**src/verilog/uart_flags_pkg.sv**
```systemverilog
// Shared constants and state encodings for the serial transceiver
package uart_flags_pkg;

  // ==========================================================================
  // Timing
  localparam int unsigned CLK_HZ      = 25_000_000;
  localparam int unsigned BAUD_RATE   = 115_200;
  // Whole cycles per bit; rounding down keeps the rate slightly fast, within tolerance
  localparam int unsigned BIT_CYCLES  = CLK_HZ / BAUD_RATE;
  localparam int unsigned HALF_BIT    = BIT_CYCLES / 2;
  localparam int unsigned CNT_W       = 9;

  // ==========================================================================
  // Frame layout
  localparam int unsigned DATA_BITS   = 8;
  localparam int unsigned FRAME_BITS  = 10;
  localparam int unsigned WORD_W      = 9;   // Data plus its framing error bit
  localparam int unsigned FRAME_ERROR_FLAG_POS    = 8;

  // ==========================================================================
  // Receive buffer and flow control
  localparam int unsigned RX_DEPTH    = 2;
  localparam int unsigned RX_CNT_W    = 2;
  localparam logic [1:0]  PAUSE_LEVEL = 2'h1;  // Fill level that asks the sender to stop
  localparam logic [7:0]  CHAR_XOFF   = 8'h13;
  localparam logic [7:0]  CHAR_XON    = 8'h11;

  // ==========================================================================
  // Reset values
  localparam logic        LINE_IDLE   = 1'b1;
  localparam logic        TX_EMPTY_RST = 1'b1;

  // ==========================================================================
  // State encodings
  typedef enum logic [1:0] {
    RX_IDLE  = 2'b00,
    RX_START = 2'b01,
    RX_DATA  = 2'b10,
    RX_STOP  = 2'b11
  } rx_state_t;

  typedef enum logic [0:0] {
    TX_IDLE = 1'b0,
    TX_BUSY = 1'b1
  } tx_state_t;

endpackage

```
**src/verilog/sync_fifo.sv**
```systemverilog
// Small synchronous FIFO with valid and ready on both sides
`timescale 1ns/1ps
`default_nettype none
module sync_fifo #(
  parameter int unsigned WIDTH = 9,
  parameter int unsigned DEPTH = 2,
  parameter int unsigned CNT_W = 2
) (
  // Clock and reset
  input  wire logic             ref_clk,
  input  wire logic             rst_b,
  // Fill side
  input  wire logic             in_valid,
  input  wire logic [WIDTH-1:0] in_data,
  output logic                  in_ready,
  // Drain side
  output logic                  out_valid,
  output logic [WIDTH-1:0]      out_data,
  input  wire logic             out_ready,
  // Fill level
  output logic [CNT_W-1:0]      count
);

  localparam int unsigned PTR_W = (DEPTH > 1) ? $clog2(DEPTH) : 1;

  typedef struct packed {
    logic [DEPTH-1:0][WIDTH-1:0] mem;
    logic [PTR_W-1:0]            wr_ptr;
    logic [PTR_W-1:0]            rd_ptr;
    logic [CNT_W-1:0]            count;
  } fifo_state_t;

  fifo_state_t r;
  fifo_state_t next_r;
  logic        push;
  logic        pop;

  function automatic logic [PTR_W-1:0] bump(input logic [PTR_W-1:0] p);
    bump = (p == PTR_W'(DEPTH - 1)) ? '0 : p + 1'b1;
  endfunction

  // Honest full and empty straight from the fill level
  assign in_ready  = (r.count != CNT_W'(DEPTH));
  assign out_valid = (r.count != '0);
  assign out_data  = r.mem[r.rd_ptr];
  assign count     = r.count;
  assign push      = in_valid && in_ready;
  assign pop       = out_valid && out_ready;

  // Pointer and level update
  always_comb begin
    next_r = r;
    if (push) begin
      next_r.mem[r.wr_ptr] = in_data;
      next_r.wr_ptr        = bump(r.wr_ptr);
    end
    if (pop) begin
      next_r.rd_ptr = bump(r.rd_ptr);
    end
    next_r.count = r.count + CNT_W'(push) - CNT_W'(pop);
  end

  // State register
  always_ff @(posedge ref_clk or negedge rst_b) begin
    if (!rst_b) begin
      r <= '0;
    end else begin
      r <= next_r;
    end
  end

endmodule
`default_nettype wire

```
**src/verilog/uart_flags.sv**
```systemverilog
// Serial transceiver with two-entry receive buffer, error flags and flow control
`timescale 1ns/1ps
`default_nettype none
module uart_flags (
  // Clock and reset
  input  wire logic       ref_clk,
  input  wire logic       rst_b,
  // Serial line
  input  wire logic       rx_pin,
  output logic            tx_pin,
  // Hardware flow control, low means go
  input  wire logic       cts_b,
  output logic            rts_b,
  // Configuration
  input  wire logic       continuous_rx_enable,
  input  wire logic       rx_irq_enable,
  input  wire logic       tx_irq_enable,
  input  wire logic       hw_flow_enable,
  input  wire logic       sw_flow_enable,
  // Receive side
  input  wire logic       rx_read,
  output logic [7:0]      rx_data_reg,
  output logic            rx_available_flag,
  output logic            frame_error_flag,
  output logic            overrun_error_flag,
  // Transmit side
  input  wire logic       tx_write,
  input  wire logic [7:0] tx_wdata,
  output logic            tx_empty_flag,
  // Interrupt requests
  output logic            irq_rx,
  output logic            irq_tx
);

  localparam int unsigned CW = uart_flags_pkg::CNT_W;

  typedef struct packed {
    logic                      rx_meta;
    logic                      rx_sync;
    logic                      rx_last;
    logic                      cts_meta;
    logic                      cts_sync;
    uart_flags_pkg::rx_state_t rx_st;
    logic [CW-1:0]             rx_cnt;
    logic [2:0]                rx_bits;
    logic [7:0]                rx_shift;
    logic                      push_valid;
    logic [8:0]                push_word;
    logic                      overrun_error_flag;
    logic [7:0]                rx_data_reg;
    logic                      frame_error_flag;
    logic                      rx_available_flag;
    logic                      irq_rx;
    logic                      paused;
    logic                      xoff_sent;
    logic                      xoff_req;
    logic                      xon_req;
    logic                      rts_b;
    logic [7:0]                tx_hold;
    logic                      tx_full;
    logic                      tx_empty_flag;
    logic                      irq_tx;
    uart_flags_pkg::tx_state_t tx_st;
    logic [CW-1:0]             tx_cnt;
    logic [3:0]                tx_bits;
    logic [9:0]                tx_shift;
    logic                      tx_pin;
  } state_t;

  state_t     r;
  state_t     next_r;
  logic       fifo_in_ready;
  logic       fifo_out_valid;
  logic [8:0] fifo_out_data;
  logic [1:0] fifo_count;
  logic       fifo_pop;
  logic       rx_frame_end;
  logic       rx_accept;

  // ==========================================================================
  // Helpers
  function automatic logic bit_end(input logic [CW-1:0] cnt);
    bit_end = (cnt == CW'(uart_flags_pkg::BIT_CYCLES - 1));
  endfunction

  function automatic logic [9:0] frame_of(input logic [7:0] data);
    frame_of = {uart_flags_pkg::LINE_IDLE, data, 1'b0};
  endfunction

  // ==========================================================================
  // Receive buffer
  // Reads pop the head directly; stays readable after an overrun
  assign fifo_pop     = rx_read && fifo_out_valid;
  assign rx_frame_end = (r.rx_st == uart_flags_pkg::RX_STOP) && bit_end(r.rx_cnt);
  assign rx_accept    = continuous_rx_enable && !r.overrun_error_flag;

  sync_fifo #(
    .WIDTH (uart_flags_pkg::WORD_W),
    .DEPTH (uart_flags_pkg::RX_DEPTH),
    .CNT_W (uart_flags_pkg::RX_CNT_W)
  ) u_rx_fifo (
    .ref_clk   (ref_clk),
    .rst_b     (rst_b),
    .in_valid  (r.push_valid),
    .in_data   (r.push_word),
    .in_ready  (fifo_in_ready),
    .out_valid (fifo_out_valid),
    .out_data  (fifo_out_data),
    .out_ready (fifo_pop),
    .count     (fifo_count)
  );

  // ==========================================================================
  // Next-state logic
  always_comb begin
    next_r            = r;
    next_r.push_valid = 1'b0;
    // Two-stage synchronisers; the second stage feeds logic, plus rx_last, its delayed copy, for the start edge
    next_r.rx_meta  = rx_pin;
    next_r.rx_sync  = r.rx_meta;
    next_r.rx_last  = r.rx_sync;
    next_r.cts_meta = cts_b;
    next_r.cts_sync = r.cts_meta;

    // Receiver: returns to idle mid stop bit so the next start edge is never missed
    next_r.rx_cnt = r.rx_cnt + 1'b1;
    case (r.rx_st)
      uart_flags_pkg::RX_IDLE: begin
        next_r.rx_cnt = '0;
        if (rx_accept && r.rx_last && !r.rx_sync) begin
          next_r.rx_st = uart_flags_pkg::RX_START;
        end
      end
      uart_flags_pkg::RX_START: begin
        if (r.rx_cnt == CW'(uart_flags_pkg::HALF_BIT - 1)) begin
          next_r.rx_cnt  = '0;
          next_r.rx_bits = '0;
          next_r.rx_st   = r.rx_sync ? uart_flags_pkg::RX_IDLE : uart_flags_pkg::RX_DATA;
        end
      end
      uart_flags_pkg::RX_DATA: begin
        if (bit_end(r.rx_cnt)) begin
          next_r.rx_cnt   = '0;
          next_r.rx_shift = {r.rx_sync, r.rx_shift[7:1]};
          next_r.rx_bits  = r.rx_bits + 1'b1;
          if (r.rx_bits == 3'h7) begin
            next_r.rx_st = uart_flags_pkg::RX_STOP;
          end
        end
      end
      uart_flags_pkg::RX_STOP: begin
        if (rx_frame_end) begin
          next_r.rx_st = uart_flags_pkg::RX_IDLE;
          if (rx_accept) begin
            if (fifo_in_ready) begin
              next_r.push_valid = 1'b1;
              next_r.push_word  = {!r.rx_sync, r.rx_shift};
            end else begin
              next_r.overrun_error_flag = 1'b1;
            end
            if (sw_flow_enable && r.rx_shift == uart_flags_pkg::CHAR_XOFF) begin
              next_r.paused = 1'b1;
            end else if (sw_flow_enable && r.rx_shift == uart_flags_pkg::CHAR_XON) begin
              next_r.paused = 1'b0;
            end
          end
        end
      end
      default: next_r.rx_st = uart_flags_pkg::RX_IDLE;
    endcase
    // Receive enable low holds the receiver in reset and releases the lock
    if (!continuous_rx_enable) begin
      next_r.rx_st              = uart_flags_pkg::RX_IDLE;
      next_r.overrun_error_flag = 1'b0;
    end
    if (!sw_flow_enable) begin
      next_r.paused    = 1'b0;
      next_r.xoff_sent = 1'b0;
    end

    // Visible receive status follows the buffer head, regardless of continuous_rx_enable; irq_rx also needs rx_irq_enable
    next_r.rx_data_reg       = fifo_out_data[7:0];
    next_r.frame_error_flag  = fifo_out_data[uart_flags_pkg::FRAME_ERROR_FLAG_POS];
    next_r.rx_available_flag = fifo_out_valid;
    next_r.irq_rx            = fifo_out_valid && rx_irq_enable;

    // Flow control toward the sender, asked early since the buffer is tiny
    next_r.rts_b = hw_flow_enable && (fifo_count >= uart_flags_pkg::PAUSE_LEVEL);
    if (sw_flow_enable && !r.xoff_sent && fifo_count >= uart_flags_pkg::PAUSE_LEVEL) begin
      next_r.xoff_req  = 1'b1;
      next_r.xoff_sent = 1'b1;
    end else if (sw_flow_enable && r.xoff_sent && fifo_count == '0) begin
      next_r.xon_req   = 1'b1;
      next_r.xoff_sent = 1'b0;
    end

    // Transmitter: flow characters go ahead of queued data
    next_r.tx_cnt = r.tx_cnt + 1'b1;
    case (r.tx_st)
      uart_flags_pkg::TX_IDLE: begin
        next_r.tx_cnt  = '0;
        next_r.tx_bits = '0;
        if (r.xoff_req) begin
          next_r.xoff_req = 1'b0;
          next_r.tx_shift = frame_of(uart_flags_pkg::CHAR_XOFF);
          next_r.tx_pin   = 1'b0;
          next_r.tx_st    = uart_flags_pkg::TX_BUSY;
        end else if (r.xon_req) begin
          next_r.xon_req  = 1'b0;
          next_r.tx_shift = frame_of(uart_flags_pkg::CHAR_XON);
          next_r.tx_pin   = 1'b0;
          next_r.tx_st    = uart_flags_pkg::TX_BUSY;
        end else if (r.tx_full && !(hw_flow_enable && r.cts_sync) && !r.paused) begin
          next_r.tx_full  = 1'b0;
          next_r.tx_shift = frame_of(r.tx_hold);
          next_r.tx_pin   = 1'b0;
          next_r.tx_st    = uart_flags_pkg::TX_BUSY;
        end
      end
      uart_flags_pkg::TX_BUSY: begin
        if (bit_end(r.tx_cnt)) begin
          next_r.tx_cnt   = '0;
          next_r.tx_bits  = r.tx_bits + 1'b1;
          next_r.tx_shift = {uart_flags_pkg::LINE_IDLE, r.tx_shift[9:1]};
          next_r.tx_pin   = r.tx_shift[1];
          if (r.tx_bits == 4'(uart_flags_pkg::FRAME_BITS - 1)) begin
            next_r.tx_pin = uart_flags_pkg::LINE_IDLE;
            next_r.tx_st  = uart_flags_pkg::TX_IDLE;
          end
        end
      end
      default: next_r.tx_st = uart_flags_pkg::TX_IDLE;
    endcase
    // A write wins over the move into the shifter in the same cycle
    if (tx_write) begin
      next_r.tx_hold = tx_wdata;
      next_r.tx_full = 1'b1;
    end
    next_r.tx_empty_flag = !next_r.tx_full;
    next_r.irq_tx        = !next_r.tx_full && tx_irq_enable;
  end

  // ==========================================================================
  // State register; line outputs rest high
  always_ff @(posedge ref_clk or negedge rst_b) begin
    if (!rst_b) begin
      r               <= '0;
      r.rx_meta       <= uart_flags_pkg::LINE_IDLE;
      r.rx_sync       <= uart_flags_pkg::LINE_IDLE;
      r.rx_last       <= uart_flags_pkg::LINE_IDLE;
      r.tx_pin        <= uart_flags_pkg::LINE_IDLE;
      r.tx_empty_flag <= uart_flags_pkg::TX_EMPTY_RST;
    end else begin
      r <= next_r;
    end
  end

  // Outputs straight from flip-flops
  assign tx_pin             = r.tx_pin;
  assign rts_b              = r.rts_b;
  assign rx_data_reg        = r.rx_data_reg;
  assign rx_available_flag  = r.rx_available_flag;
  assign frame_error_flag   = r.frame_error_flag;
  assign overrun_error_flag = r.overrun_error_flag;
  assign tx_empty_flag      = r.tx_empty_flag;
  assign irq_rx             = r.irq_rx;
  assign irq_tx             = r.irq_tx;

  // ==========================================================================
  // Checks
  property p_overrun_set;
    @(posedge ref_clk) disable iff (!rst_b)
    rx_frame_end && rx_accept && !fifo_in_ready |=> overrun_error_flag && !r.push_valid;
  endproperty
  a_overrun_set: assert property (p_overrun_set) else $error("overrun not flagged");

  property p_locked;
    @(posedge ref_clk) disable iff (!rst_b)
    overrun_error_flag |-> r.rx_st == uart_flags_pkg::RX_IDLE || !continuous_rx_enable
      ##1 !r.push_valid;
  endproperty
  a_locked: assert property (p_locked) else $error("byte taken while locked");

  property p_keep;
    @(posedge ref_clk) disable iff (!rst_b)
    overrun_error_flag && !rx_read |=> fifo_count == $past(fifo_count);
  endproperty
  a_keep: assert property (p_keep) else $error("held bytes changed after overrun");

  property p_avail;
    @(posedge ref_clk) disable iff (!rst_b)
    ##1 rx_available_flag == $past(fifo_count != 2'h0);
  endproperty
  a_avail: assert property (p_avail) else $error("available flag wrong");

  property p_read_more;
    @(posedge ref_clk) disable iff (!rst_b)
    rx_read && fifo_count == 2'h2 |=> rx_available_flag [*2];
  endproperty
  a_read_more: assert property (p_read_more) else $error("flag dropped with data left");

  property p_tx_write;
    @(posedge ref_clk) disable iff (!rst_b)
    tx_write |=> !tx_empty_flag;
  endproperty
  a_tx_write: assert property (p_tx_write) else $error("empty flag after write");

  property p_tx_irq;
    @(posedge ref_clk) disable iff (!rst_b)
    tx_empty_flag && tx_irq_enable && !tx_write |=> irq_tx;
  endproperty
  a_tx_irq: assert property (p_tx_irq) else $error("transmit request missing");

  property p_gate;
    @(posedge ref_clk) disable iff (!rst_b)
    !tx_irq_enable && !rx_irq_enable |=> !irq_tx && !irq_rx;
  endproperty
  a_gate: assert property (p_gate) else $error("request without enable");

  property p_frame_error_flag;
    @(posedge ref_clk) disable iff (!rst_b)
    fifo_out_valid |=> frame_error_flag == $past(fifo_out_data[8]);
  endproperty
  a_frame_error_flag: assert property (p_frame_error_flag) else $error("frame flag not from head");

  property p_overrun_error_flag_clear;
    @(posedge ref_clk) disable iff (!rst_b)
    !continuous_rx_enable |=> !overrun_error_flag;
  endproperty
  a_overrun_error_flag_clear: assert property (p_overrun_error_flag_clear) else $error("overrun kept");

endmodule
`default_nettype wire

```
**config.mk**
```make
export PLATFORM = sky130hd
export DESIGN_NAME = uart_flags
export DESIGN_NICKNAME = d
export VERILOG_FILES = /design/src/verilog/uart_flags_pkg.sv /design/src/verilog/sync_fifo.sv /design/src/verilog/uart_flags.sv
export SDC_FILE = /design/constraint.sdc
export NUM_CORES = 1
export LEC_CHECK = 0
export BUFFER_PORTS_ARGS = -buffer_cell sky130_fd_sc_hd__buf_2
export CORE_MARGIN = 4
export CORE_UTILIZATION = 45
export CTS_BUF_LIST = sky130_fd_sc_hd__clkbuf_8
export CTS_CLUSTER_DIAMETER = 60
export DETAILED_ROUTE_END_ITERATION = 12
export PLACE_DENSITY_LB_ADDON = 0.25
export SETUP_SLACK_MARGIN = 0.4
export SLEW_MARGIN = 20
export SYNTH_ARGS = -nofsm -noshare
export SYNTH_HDL_FRONTEND = slang
export SYNTH_SLANG_ARGS = --single-unit
```
**constraint.sdc**
```tcl
create_clock -name ref_clk -period 3.1 [get_ports ref_clk]
set_input_delay 0.775 -clock ref_clk [delete_from_list [all_inputs] [get_ports ref_clk]]
set_output_delay 0.775 -clock ref_clk [all_outputs]
set_load 0.03 [all_outputs]
```
After elaboration in Yosys (flattened, before gate mapping) --
Cells that the tools add are included.
Storage, ports and cells: ROM bits 0, memories 0, register bits after elaboration 112, bits in latches 0, output and inout bits 16, input bits 19, logic and storage cells 167, bits in writable memories 0
Operators by class: mux-type cells 53, reduce and logical (&&, ||, !) cells 37, bitwise operators 1, $add $sub $neg 8, $mul 0, eq/ne operators 29, shifts and indexed selects 0, divide/modulo/power cells 0, magnitude comparators 4
Operators with widths (count):
- 2-to-1 mux 11 bit | 6
- one-hot mux 25 bit (2 select lines) | 1
- 2-to-1 mux 1 bit | 27
- 2-to-1 mux 9 bit | 3
- one-hot mux 9 bit (3 select lines) | 1
- 2-to-1 mux 25 bit | 1
- 2-to-1 mux 22 bit | 1
- logical AND 1 bit | 20
- adder 9 x 1 -> 9 bit, second input constant | 2
- bitwise mux 18 bit | 1
- equality test 9 x 8 -> 1 bit, second input constant | 2
- equality test 8 x 5 -> 1 bit, second input constant | 2
- inequality test 3 bit, second input constant | 5
- 2-to-1 mux 14 bit | 1
- 2-to-1 mux 2 bit | 7
- inequality test 2 x 1 -> 1 bit, second input constant | 7
- AND reduction 4 bit | 3
- 2-to-1 mux 10 bit | 1
- demux 9 bit (select 1 bit) | 1
- equality test 9 x 7 -> 1 bit, second input constant | 1
- inequality test 2 bit, second input constant | 4
- one-hot mux 2 bit (4 select lines) | 1
- zero test 1 bit | 6
- inequality test 3 x 1 -> 1 bit, second input constant | 2
- 20 further kinds | 26

Longest topological paths before layout --
Gate-level depths: netlist (run 1).
depth in word-level cells 11, depth in mapped cells 7, mapped depth without buffers 7

Modules after synthesis --
A second synthesis (run 1) with hierarchy kept.
Second synthesis, totals: cell total of the unflattened synthesis 371, area, all modules 4922.2 um^2
By module, submodules not included:
- uart_flags | area an instance 3843.7 um^2, seq. area each 2233.4 um^2, cells each 304, instances 1
- sync_fifo | area an instance 1078.5 um^2, seq. area each 550.5 um^2, cells each 67, instances 1

Worst setup path after synthesis (run 1) --
No wires, ideal clock.
kind reg2reg, start point register r[74] in the netlist's numbering, end point register r[53] in the netlist's numbering, clock period less this slack 2082 ps, setup time 125 ps, data arrival time 1957 ps, slack 1018 ps, cell stages (with the launch flop) 7, cells stage by stage dfrtp_1 inv_1 ha_1 nand4b_2 or4_4 a21oi_4 mux2_2
On the way: word-level cells in the longest chain between the ends 3
Ends and longest elaborated chain:
- start, declared | RTL line uart_flags.sv:70 | state_t r;
- start signal, assigned | RTL line uart_flags.sv:254 | r <= next_r;
- equality test 9 x 8 -> 1 bit | RTL line uart_flags.sv:83 | bit_end = (cnt == CW'(uart_flags_pkg::BIT_CYCLES - 1));
- logical AND 1 bit | RTL line uart_flags.sv:94 | assign rx_frame_end = (r.rx_st == uart_flags_pkg::RX_STOP) && bit_end(r.rx_cnt);
- AND reduction 4 bit (no line)
No other way between the ends. A chain may end at the register's enable or synchronous reset.

Worst setup path after layout (run 1) --
start point register r[74] in the netlist's numbering, end point register r[58] in the netlist's numbering
The elaborated chain is that of the path after synthesis.

==> impl_metrics.json, run 1 <==
{
  "worstSetupPathType": "reg -> reg",
  "postCtsSetupRepairBufs": 0,
  "drc": 0,
  "cts_max_level": 3,
  "vias_per_cell": 5.136,
  "num_rows": 37,
  "n_fill_cell": 917,
  "worst_r2r_endpoint": "r[58]",
  "power.density_mw_per_mm2": 518.1,
  "yosysSeqAreaShare_pct": 58.58,
  "finalNonFillerCells": 543,
  "nets": 431,
  "cp.depth": 6,
  "tightest_slew_ps": 841.8,
  "min_from": "next_r[85]",
  "crit_arrival_ps": 2510,
  "area_growth_pct": 9.716,
  "core_mm2": 0.01032,
  "vias": 2789,
  "drv_cap": 0,
  "crit_required_ps": 3350,
  "layout_commonest_cell": "dfrtp_1",
  "dieArea_mm2": 0.01227,
  "layout-drive-gt1-share_pct": 30.96,
  "setup_viol": 0,
  "cts_tree": "built",
  "clock_latency_ps": 370,
  "power_leakage_nw": 2.482,
  "syn-num-nets": 402,
  "rsz0062_at_grt": "false",
  "synthTopCellsByArea": "dfrtp_1 56%, mux2_2 13%, dfstp_2 2.8%",
  "synth_fa_ha_area_share_pct": 2.633,
  "vdd_drop_max_mv": 0.2543,
  "synth_top_area_share_pct": 55.82,
  "multi_input_area_mm2": 0.001807,
  "wl_per_cell_um": 14.20,
  "drtPass1Iterations": 5,
  "ys_ff_latch": 111,
  "yosys.area_share.simple_pct": 11.40,
  "grt_max_degree": 68,
  "worstSetupStartpointType": "flip-flop",
  "synth_warnings": 0,
  "dr_wl_met2_mm": 3.811,
  "dp_slack_ps": 817.0,
  "synth_compound_area_share_pct": 6.108,
  "hold_path_class": "reg -> reg",
  "ctsResizeCount": 0,
  "cp_max_fo": 10,
  "grt_overflow_total": 0,
  "synth-xor-area-share_pct": 4.055,
  "grt_usage_pct": 13.61,
  "clock_skew_ps": 12.47,
  "syn_inst": 373,
  "syn_area_mm2": 0.004752,
  "critical_path.startpoint": "r[74]",
  "fin_ws_ps": 834.4,
  "dp_cells": 527,
  "seq_area_mm2": 0.002784,
  "dieHeight_um": 110.8,
  "synthArstFlopShare_pct": 100.0,
  "ioPinCount": 35,
  "ant_nets": 0,
  "crit_end": "r[58]",
  "grt_pass1_wl_mm": 13.62,
  "status": "completed",
  "slew_headroom_pct": 43.68,
  "grt_antenna_before_repair": 0,
  "cp_cell_sequence": "inv_1, ha_1, nand4b_2, or4_4, a21oi_4, mux2_2",
  "period_minus_slack_ps": 2266,
  "met1_length_mm": 3.570,
  "die_width_um": 110.8,
  "largest_register_ffs": 70,
  "start_util_pct": 46.03,
  "rrSetupSlack_ps": 830,
  "wl_mm": 7.711,
  "synth_top_family_by_area": "multiplexers",
  "dp_hpwl_mm": 5.391,
  "postSynthAreaPerCell_um2": 12.74,
  "synth_area_leader_cell": "dfrtp_1",
  "hold_slack_ps": 343.9,
  "setup_tns_ps": 0,
  "ys.flop_type": "dfrtp_1",
  "cp-end-kind": "flip-flop",
  "ctsHoldBuffers": 0,
  "r2r_start": "r[74]",
  "route.top_layer_used": "met4",
  "max_stage_delay_ps": 610,
  "cts_sinks": 111,
  "clockRootBuffer": "clkbuf_8",
  "critPathBufInv": 1,
  "cts_buffers": 9,
  "placed_area_mm2": 0.005029,
  "hold_viol": 0,
  "n_antenna_cell": 0,
  "ys_types": 54,
  "fmax_ghz": 0.4414,
  "met3_length_um": 242,
  "critical_path.top_delay_family": "simple AND/OR/NAND/NOR gates",
  "finalCritPeriodShare_pct": 73.08,
  "cpMaxStageDelayCell": "or4_4",
  "grt_pass1_vias": 2849,
  "place_congestion": 0.7866,
  "stdcell_area_mm2": 0.005214,
  "io_buffers": 34,
  "path_clk_slew_ps": 100,
  "synth_edf_count": 0,
  "muxShareOfSynthArea_pct": 13.69,
  "clk_path_buf_depth": 2,
  "drt_iter0_drc": 118,
  "reg2reg_depth": 6,
  "slew_violations": 0,
  "layout_common_cells": "106 x dfrtp_1, 56 x mux2_2, 33 x buf_2"
}
-- cell type report --
| class | instances | area share, % |
|---|---|---|
| clock inverters | 5 | 0.6479 |
| well taps | 136 | 3.264 |
| flip-flops and latches | 111 | 53.40 |
| repair buffers | 37 | 3.984 |
| inverters | 16 | 1.152 |
| multi-input cells | 227 | 34.65 |
| clock buffers | 11 | 2.904 |
-- Yosys cell counts, types with 3 or more instances --
cell      count
buf_4         9
xnor2_1      11
a21oi_1       8
dfrtp_1     106
nand2b_1      3
o21ai_0       4
nor2_1       32
ha_1         10
nand3_1      10
nand4_1       4
and2_1        4
mux2_2       56
dfstp_2       5
nor2b_1       4
a22o_1        4
a32o_1        5
inv_1        16
nor3_1        7
xor2_1       11
nand2_1      16
clkbuf_1      8
-- power breakdown --
group / leakage, nW / internal [mW] / switching (mW)
registers: 1.44 / 1.53 / 0.0949
logic: 0.944 / 0.118 / 0.159
clock network: 0.103 / 0.337 / 0.463
total: 2.48 / 1.98 / 0.718
-- cells by family after synthesis --
group / count (synthesis)
mux: 58
simple gates: 100
fa+ha+maj: 10
flops: 111
buf+inv: 35
xor+xnor: 22
compound gates: 37
-- per-layer routing --
metal	GRT usage (%)	up-vias
li1	-	1354
met1	17.52	1389
met2	22.05	38
met3	4.640	8
met4	3.695	0
met5	0	-
-- through the flow --
| step | utilization [%] | power [mW] |
|---|---|---|
| CTS | 50.50 | 2.756 |
| finish | 50.50 | 2.701 |
| detailed placement | 48.71 | 1.939 |
| global placement | 48.71 | 1.925 |
| global route | 50.50 | 2.861 |
| floorplan | - | 1.824 |
-- how the worst min path moves through the flow --
stage            endpoint  cells past startpoint  slack [ps]
3_3_place_gp        r[85]                      0         340
6_report            r[85]                      0         340
5_1_grt        next_r[87]                      0         370
4_1_cts             r[85]                      0         350
2_1_floorplan       r[85]                      0         330
3_5_place_dp        r[85]                      0         330
(Power assumes the default switching activity.)
==> inputs of run 2 (changes only) <==
==> constraint.sdc (replaced) <==
create_clock -name ref_clk -period 2.1 [get_ports ref_clk]
set_input_delay 0.525 -clock ref_clk [delete_from_list [all_inputs] [get_ports ref_clk]]
set_output_delay 0.525 -clock ref_clk [all_outputs]
set_load 0.03 [all_outputs]
==> run 2 against run 1 <==
Routed wire length is 17% higher. Cell area is 14% higher. Sequential share of layout area decreased by 6.4 points. Combinational power increased by 100%. Flip-flop and latch count unchanged. Critical path depth rose by 1. Highest routed layer unchanged.
==> impl_metrics.json, run 2 (synthesized netlist as in run 1, its figures left out) <==
{
  "drv_cap": 0,
  "crit_arrival_ps": 2190,
  "finalCritPeriodShare_pct": 91.59,
  "max_stage_delay_ps": 460,
  "utilization_pct": 57.41,
  "vias": 2998,
  "wl_per_cell_um": 15.39,
  "place_congestion": 0.8205,
  "area_growth_pct": 24.72,
  "cpMaxStageDelayCell": "or4_4",
  "finalPower_mw": 4.456,
  "layout-drive-gt1-share_pct": 43.08,
  "vdd_drop_max_mv": 0.5893,
  "n_antenna_cell": 0,
  "grt_usage_pct": 15.41,
  "reg2reg_depth": 7,
  "hold_path_class": "in -> reg",
  "core_mm2": 0.01032,
  "grt_antenna_before_repair": 0,
  "hold_viol": 0,
  "fmax_ghz": 0.5199,
  "power_leakage_nw": 2.787,
  "slew_headroom_pct": 60.33,
  "worst_r2r_endpoint": "r[59]",
  "pwr-share-seq_pct": 53.5,
  "drt_iter0_drc": 95,
  "finalNonFillerCells": 584,
  "grt_overflow_total": 0,
  "grt_pass1_wl_mm": 15.35,
  "worstSetupStartpointType": "flip-flop",
  "route.top_layer_used": "met4",
  "num_rows": 37,
  "clock_power_share_pct": 34.0,
  "status": "completed",
  "hold_slack_ps": 236.6,
  "r2r_start": "r[74]",
  "placed_area_mm2": 0.005241,
  "power.density_mw_per_mm2": 751.9,
  "layout_common_cells": "104 x dfrtp_1, 47 x mux2_2, 33 x buf_2",
  "start_util_pct": 46.03,
  "grt_pass1_vias": 3168,
  "clk_path_buf_depth": 2,
  "rsz0062_at_grt": "true",
  "worstSetupPathType": "reg -> reg",
  "stdcell_area_mm2": 0.005927,
  "clockRootBuffer": "clkbuf_8",
  "wl_mm": 8.990,
  "cts_buffers": 9,
  "min_from": "rx_pin",
  "period_minus_slack_ps": 1923,
  "hold-path-endpoint": "next_r[88]",
  "dieHeight_um": 110.8,
  "cts_max_level": 3,
  "cp_max_fo": 10,
  "layout_commonest_cell": "dfrtp_1",
  "clock_skew_ps": 6.234,
  "io_buffers": 34,
  "dp_hpwl_mm": 5.784,
  "die_width_um": 110.8,
  "drc": 0,
  "fin_ws_ps": 176.6,
  "met1_length_mm": 3.970,
  "rrSetupSlack_ps": 180,
  "path_clk_slew_ps": 100,
  "tightest_slew_ps": 580.0,
  "crit_required_ps": 2370,
  "cp_cell_sequence": "inv_2, ha_4, nand4b_4, or4_4, a21oi_4, buf_12, mux2_2",
  "cts_tree": "built",
  "vias_per_cell": 5.134,
  "drtPass1Iterations": 4,
  "p_int_mw": 3.337,
  "p_sw_share_pct": 25.12,
  "nets": 472,
  "clock_latency_ps": 370,
  "met3_length_um": 288,
  "dr_wl_met2_mm": 4.645,
  "power_frac_comb_pct": 12.6,
  "dieArea_mm2": 0.01227,
  "holdPathStages": 1,
  "ant_nets": 0,
  "dp_slack_ps": 21.85,
  "dp_cells": 545,
  "setup_viol": 0,
  "setup_tns_ps": 0,
  "ioPinCount": 35,
  "p_switching_mw": 1.120,
  "cp-end-kind": "flip-flop",
  "cts_sinks": 111,
  "slew_violations": 0,
  "largest_register_ffs": 70,
  "grt_max_degree": 40
}
[run 2: worst max-delay path by stage]
stage	from	end	slack [ps]	depth (start not counted)
after floorplan	r[74]	r[53]	140	6
after global placement	continuous_rx_enable	r[60]	40	5
after detailed placement	continuous_rx_enable	r[59]	20	5
after CTS	r[82]	r[59]	200	5
after global routing	r[74]	r[59]	120	7
final	r[74]	r[59]	180	7
[run 2: power by group through the flow]
stage / clock, mW / combinational (mW) / sequential, mW
finish: 1.51 / 0.561 / 2.38
global route: 1.68 / 0.626 / 2.40
CTS: 1.57 / 0.545 / 2.38
detailed placement: 0 / 0.496 / 2.42
global placement: 0 / 0.477 / 2.42
floorplan: 0 / 0.276 / 2.42
[run 2: cell type report]
class,count,area [um^2]
multi-input cells,229,2102
fillers,812,4397
clock inverters,6,108.9
flip-flops and latches,111,2786
repair buffers,76,561.8
inverters,16,60.06
well taps,136,170.2
clock buffers,10,137.6
[run 2: timing repair]
action / in CTS / in global routing
hold buffers: 1 / 0
buffers inserted: 12 / 7
gates cloned: 2 / 1
endpoints found under the hold margin: 9 / 0
resized for setup: 17 / 41
endpoints found under the setup margin: 47 / 52
pin swaps: 7 / 25
[run 2: worst max-delay path: cells and delay by family, from the launching register on]
kind                     cells  cell delay, ps
flip-flops                   1             400
adder cells (fa/ha/maj)      1             150
multiplexers                 1             330
AO/OA/AOI/OAI                1             150
buffers and inverters        2             220
AND/OR/NAND/NOR              2             570
[run 2: routing by layer]
layer / vias to the layer above / GRT usage [%]
li1: 1441 / -
met1: 1513 / 19.64
met2: 37 / 25.44
met3: 7 / 4.640
met4: 0 / 4.516
met5: - / 0
==> inputs of run 3 (changes only) <==
--- a/config.mk
+++ b/config.mk
@@ -6,7 +6,7 @@
 export NUM_CORES = 1
 export LEC_CHECK = 0
 export BUFFER_PORTS_ARGS = -buffer_cell sky130_fd_sc_hd__buf_2
-export CORE_MARGIN = 4
+export CORE_MARGIN = 5
 export CORE_UTILIZATION = 45
 export CTS_BUF_LIST = sky130_fd_sc_hd__clkbuf_8
 export CTS_CLUSTER_DIAMETER = 60
==> run 3 against run 2 <==
Non-clock buffer count shrank 2. Fmax grew 1.0%. Clock power about the same. Clock skew grew 1.6 ps. Largest power group unchanged. Largest cell class unchanged. Critical endpoint is now r[60].
==> impl_metrics.json, run 3 (synthesized netlist as in run 1, its figures left out) <==
{
  "layout_commonest_cell": "dfrtp_1",
  "drtPass1Iterations": 4,
  "path_clk_slew_ps": 100,
  "finalNonFillerCells": 581,
  "fmax_ghz": 0.5253,
  "cp-end-kind": "flip-flop",
  "nets": 469,
  "p_int_mw": 3.341,
  "p_sw_share_pct": 25.38,
  "ant_nets": 0,
  "cts_tree": "built",
  "grt_usage_pct": 14.84,
  "power_leakage_nw": 2.809,
  "pwr-share-seq_pct": 53.2,
  "vias_per_cell": 5.167,
  "vdd_drop_max_mv": 0.4684,
  "dp_cells": 543,
  "finalCritPeriodShare_pct": 90.65,
  "crit_arrival_ps": 2170,
  "period_minus_slack_ps": 1904,
  "worstSetupStartpointType": "flip-flop",
  "drt_iter0_drc": 145,
  "crit_required_ps": 2360,
  "hold_viol": 0,
  "status": "completed",
  "wl_per_cell_um": 15.20,
  "layout-drive-gt1-share_pct": 41.80,
  "worstSetupPathType": "reg -> reg",
  "dieHeight_um": 112.8,
  "clk_path_buf_depth": 2,
  "layout_common_cells": "104 x dfrtp_1, 42 x mux2_2, 32 x buf_2",
  "cts_sinks": 111,
  "dieArea_mm2": 0.01271,
  "start_util_pct": 46.03,
  "clock_latency_ps": 370,
  "num_rows": 37,
  "grt_overflow_total": 0,
  "area_growth_pct": 23.99,
  "grt_antenna_before_repair": 0,
  "dp_hpwl_mm": 5.771,
  "cts_buffers": 9,
  "clockRootBuffer": "clkbuf_8",
  "hold_path_class": "in -> async",
  "rsz0062_at_grt": "true",
  "tightest_slew_ps": 450.9,
  "power.density_mw_per_mm2": 759.9,
  "slew_headroom_pct": 69.16,
  "drv_cap": 0,
  "clock_power_share_pct": 34.0,
  "met1_usage_pct": 18.04,
  "n_antenna_cell": 0,
  "p_switching_mw": 1.136,
  "ioPinCount": 35,
  "clock_skew_ps": 7.827,
  "cts_max_level": 3,
  "vias": 3002,
  "core_mm2": 0.01032,
  "placed_area_mm2": 0.005226,
  "die_width_um": 112.8,
  "cp_max_fo": 10,
  "rrSetupSlack_ps": 200,
  "use_met2_pct": 24.96,
  "slew_violations": 0,
  "grt_use_met3_pct": 5.348,
  "grt_max_degree": 40,
  "setup_tns_ps": 0,
  "setup_viol": 0,
  "stdcell_area_mm2": 0.005892,
  "ctsHoldBuffers": 0,
  "largest_register_ffs": 70,
  "grt_pass1_wl_mm": 15.25,
  "power_frac_comb_pct": 12.7,
  "io_buffers": 34,
  "grt_pass1_vias": 3152,
  "place_congestion": 0.7957,
  "busiest_layer": "met2",
  "wl_mm": 8.834,
  "drc": 0
}
[run 3: changes by cell type in the layout (fill, tap and decap cells not counted), sizes merged]
cell         previous run  this run
clkbuf                 10        11
inv                    17        18
dlygate4sd3             1         0
clkinvlp                2         0
buf                    75        73
and2                    5         4
clkinv                  0         1
[run 3: worst max-delay path, cell delays in order, from the launching register on]
cell and delay [ps]:
dfrtp_1 400, inv_2 70, ha_4 140, nand4b_4 100, or4_4 450, a21oi_4 150, buf_12 150, mux2_2 330
[run 3: path summary, 6_finish.rpt]
kind	startpoint	depth (start not counted)	to
worst max-delay path	r[75]	7	r[60]
worst min register to register	next_r[85]	0	r[85]
max in group asynchronous	rst_b	2	next_r[87]
worst min-delay path	rst_b	1	r[33]
worst max register to register	r[75]	7	r[60]
min in group ref_clk	rx_pin	1	next_r[88]
[run 3: final cells by class]
type	count	area, um^2
clock buffers	10	137.6
clock inverters	6	107.6
fillers	835	4432
inverters	16	60.06
multi-input cells	228	2071
flip-flops and latches	111	2786
well taps	136	170.2
repair buffers	74	559.3
[run 3: through the flow]
stage | total power, mW | utilization, % | worst slack (ps) | hold WS [ps]
finish | 4.477 | 57.07 | 196.3 | 75.57
detailed placement | 2.917 | 50.62 | 13.87 | 336.5
CTS | 4.496 | 55.00 | 163.1 | 60.03
floorplan | 2.699 | - | 140.4 | 229.4
global placement | 2.895 | 50.62 | 27.25 | 338.0
global route | 4.712 | 57.07 | 126.6 | 73.77
[run 3: repair_timing]
action,CTS,global route
setup buffers,11,9
hold endpoints to repair,0,0
setup endpoints to repair,47,61
pin swaps,9,18
resized for setup,19,34
cloned,2,0
[run 3: metal layers]
| metal | wire [um] | vias up |
|---|---|---|
| met3 | 275 | 9 |
| met2 | 4607 | 44 |
| li1 | - | 1431 |
| met1 | 3821 | 1518 |
| met5 | 0 | - |
| met4 | 129 | 0 |
[run 3: power by group through the flow]
stage,Combinational [mW],Clock [mW],Sequential [mW]
final,0.570,1.52,2.38
after global routing,0.633,1.68,2.40
after CTS,0.529,1.59,2.38
after detailed placement,0.496,0,2.42
after global placement,0.476,0,2.42
after floorplan,0.276,0,2.42
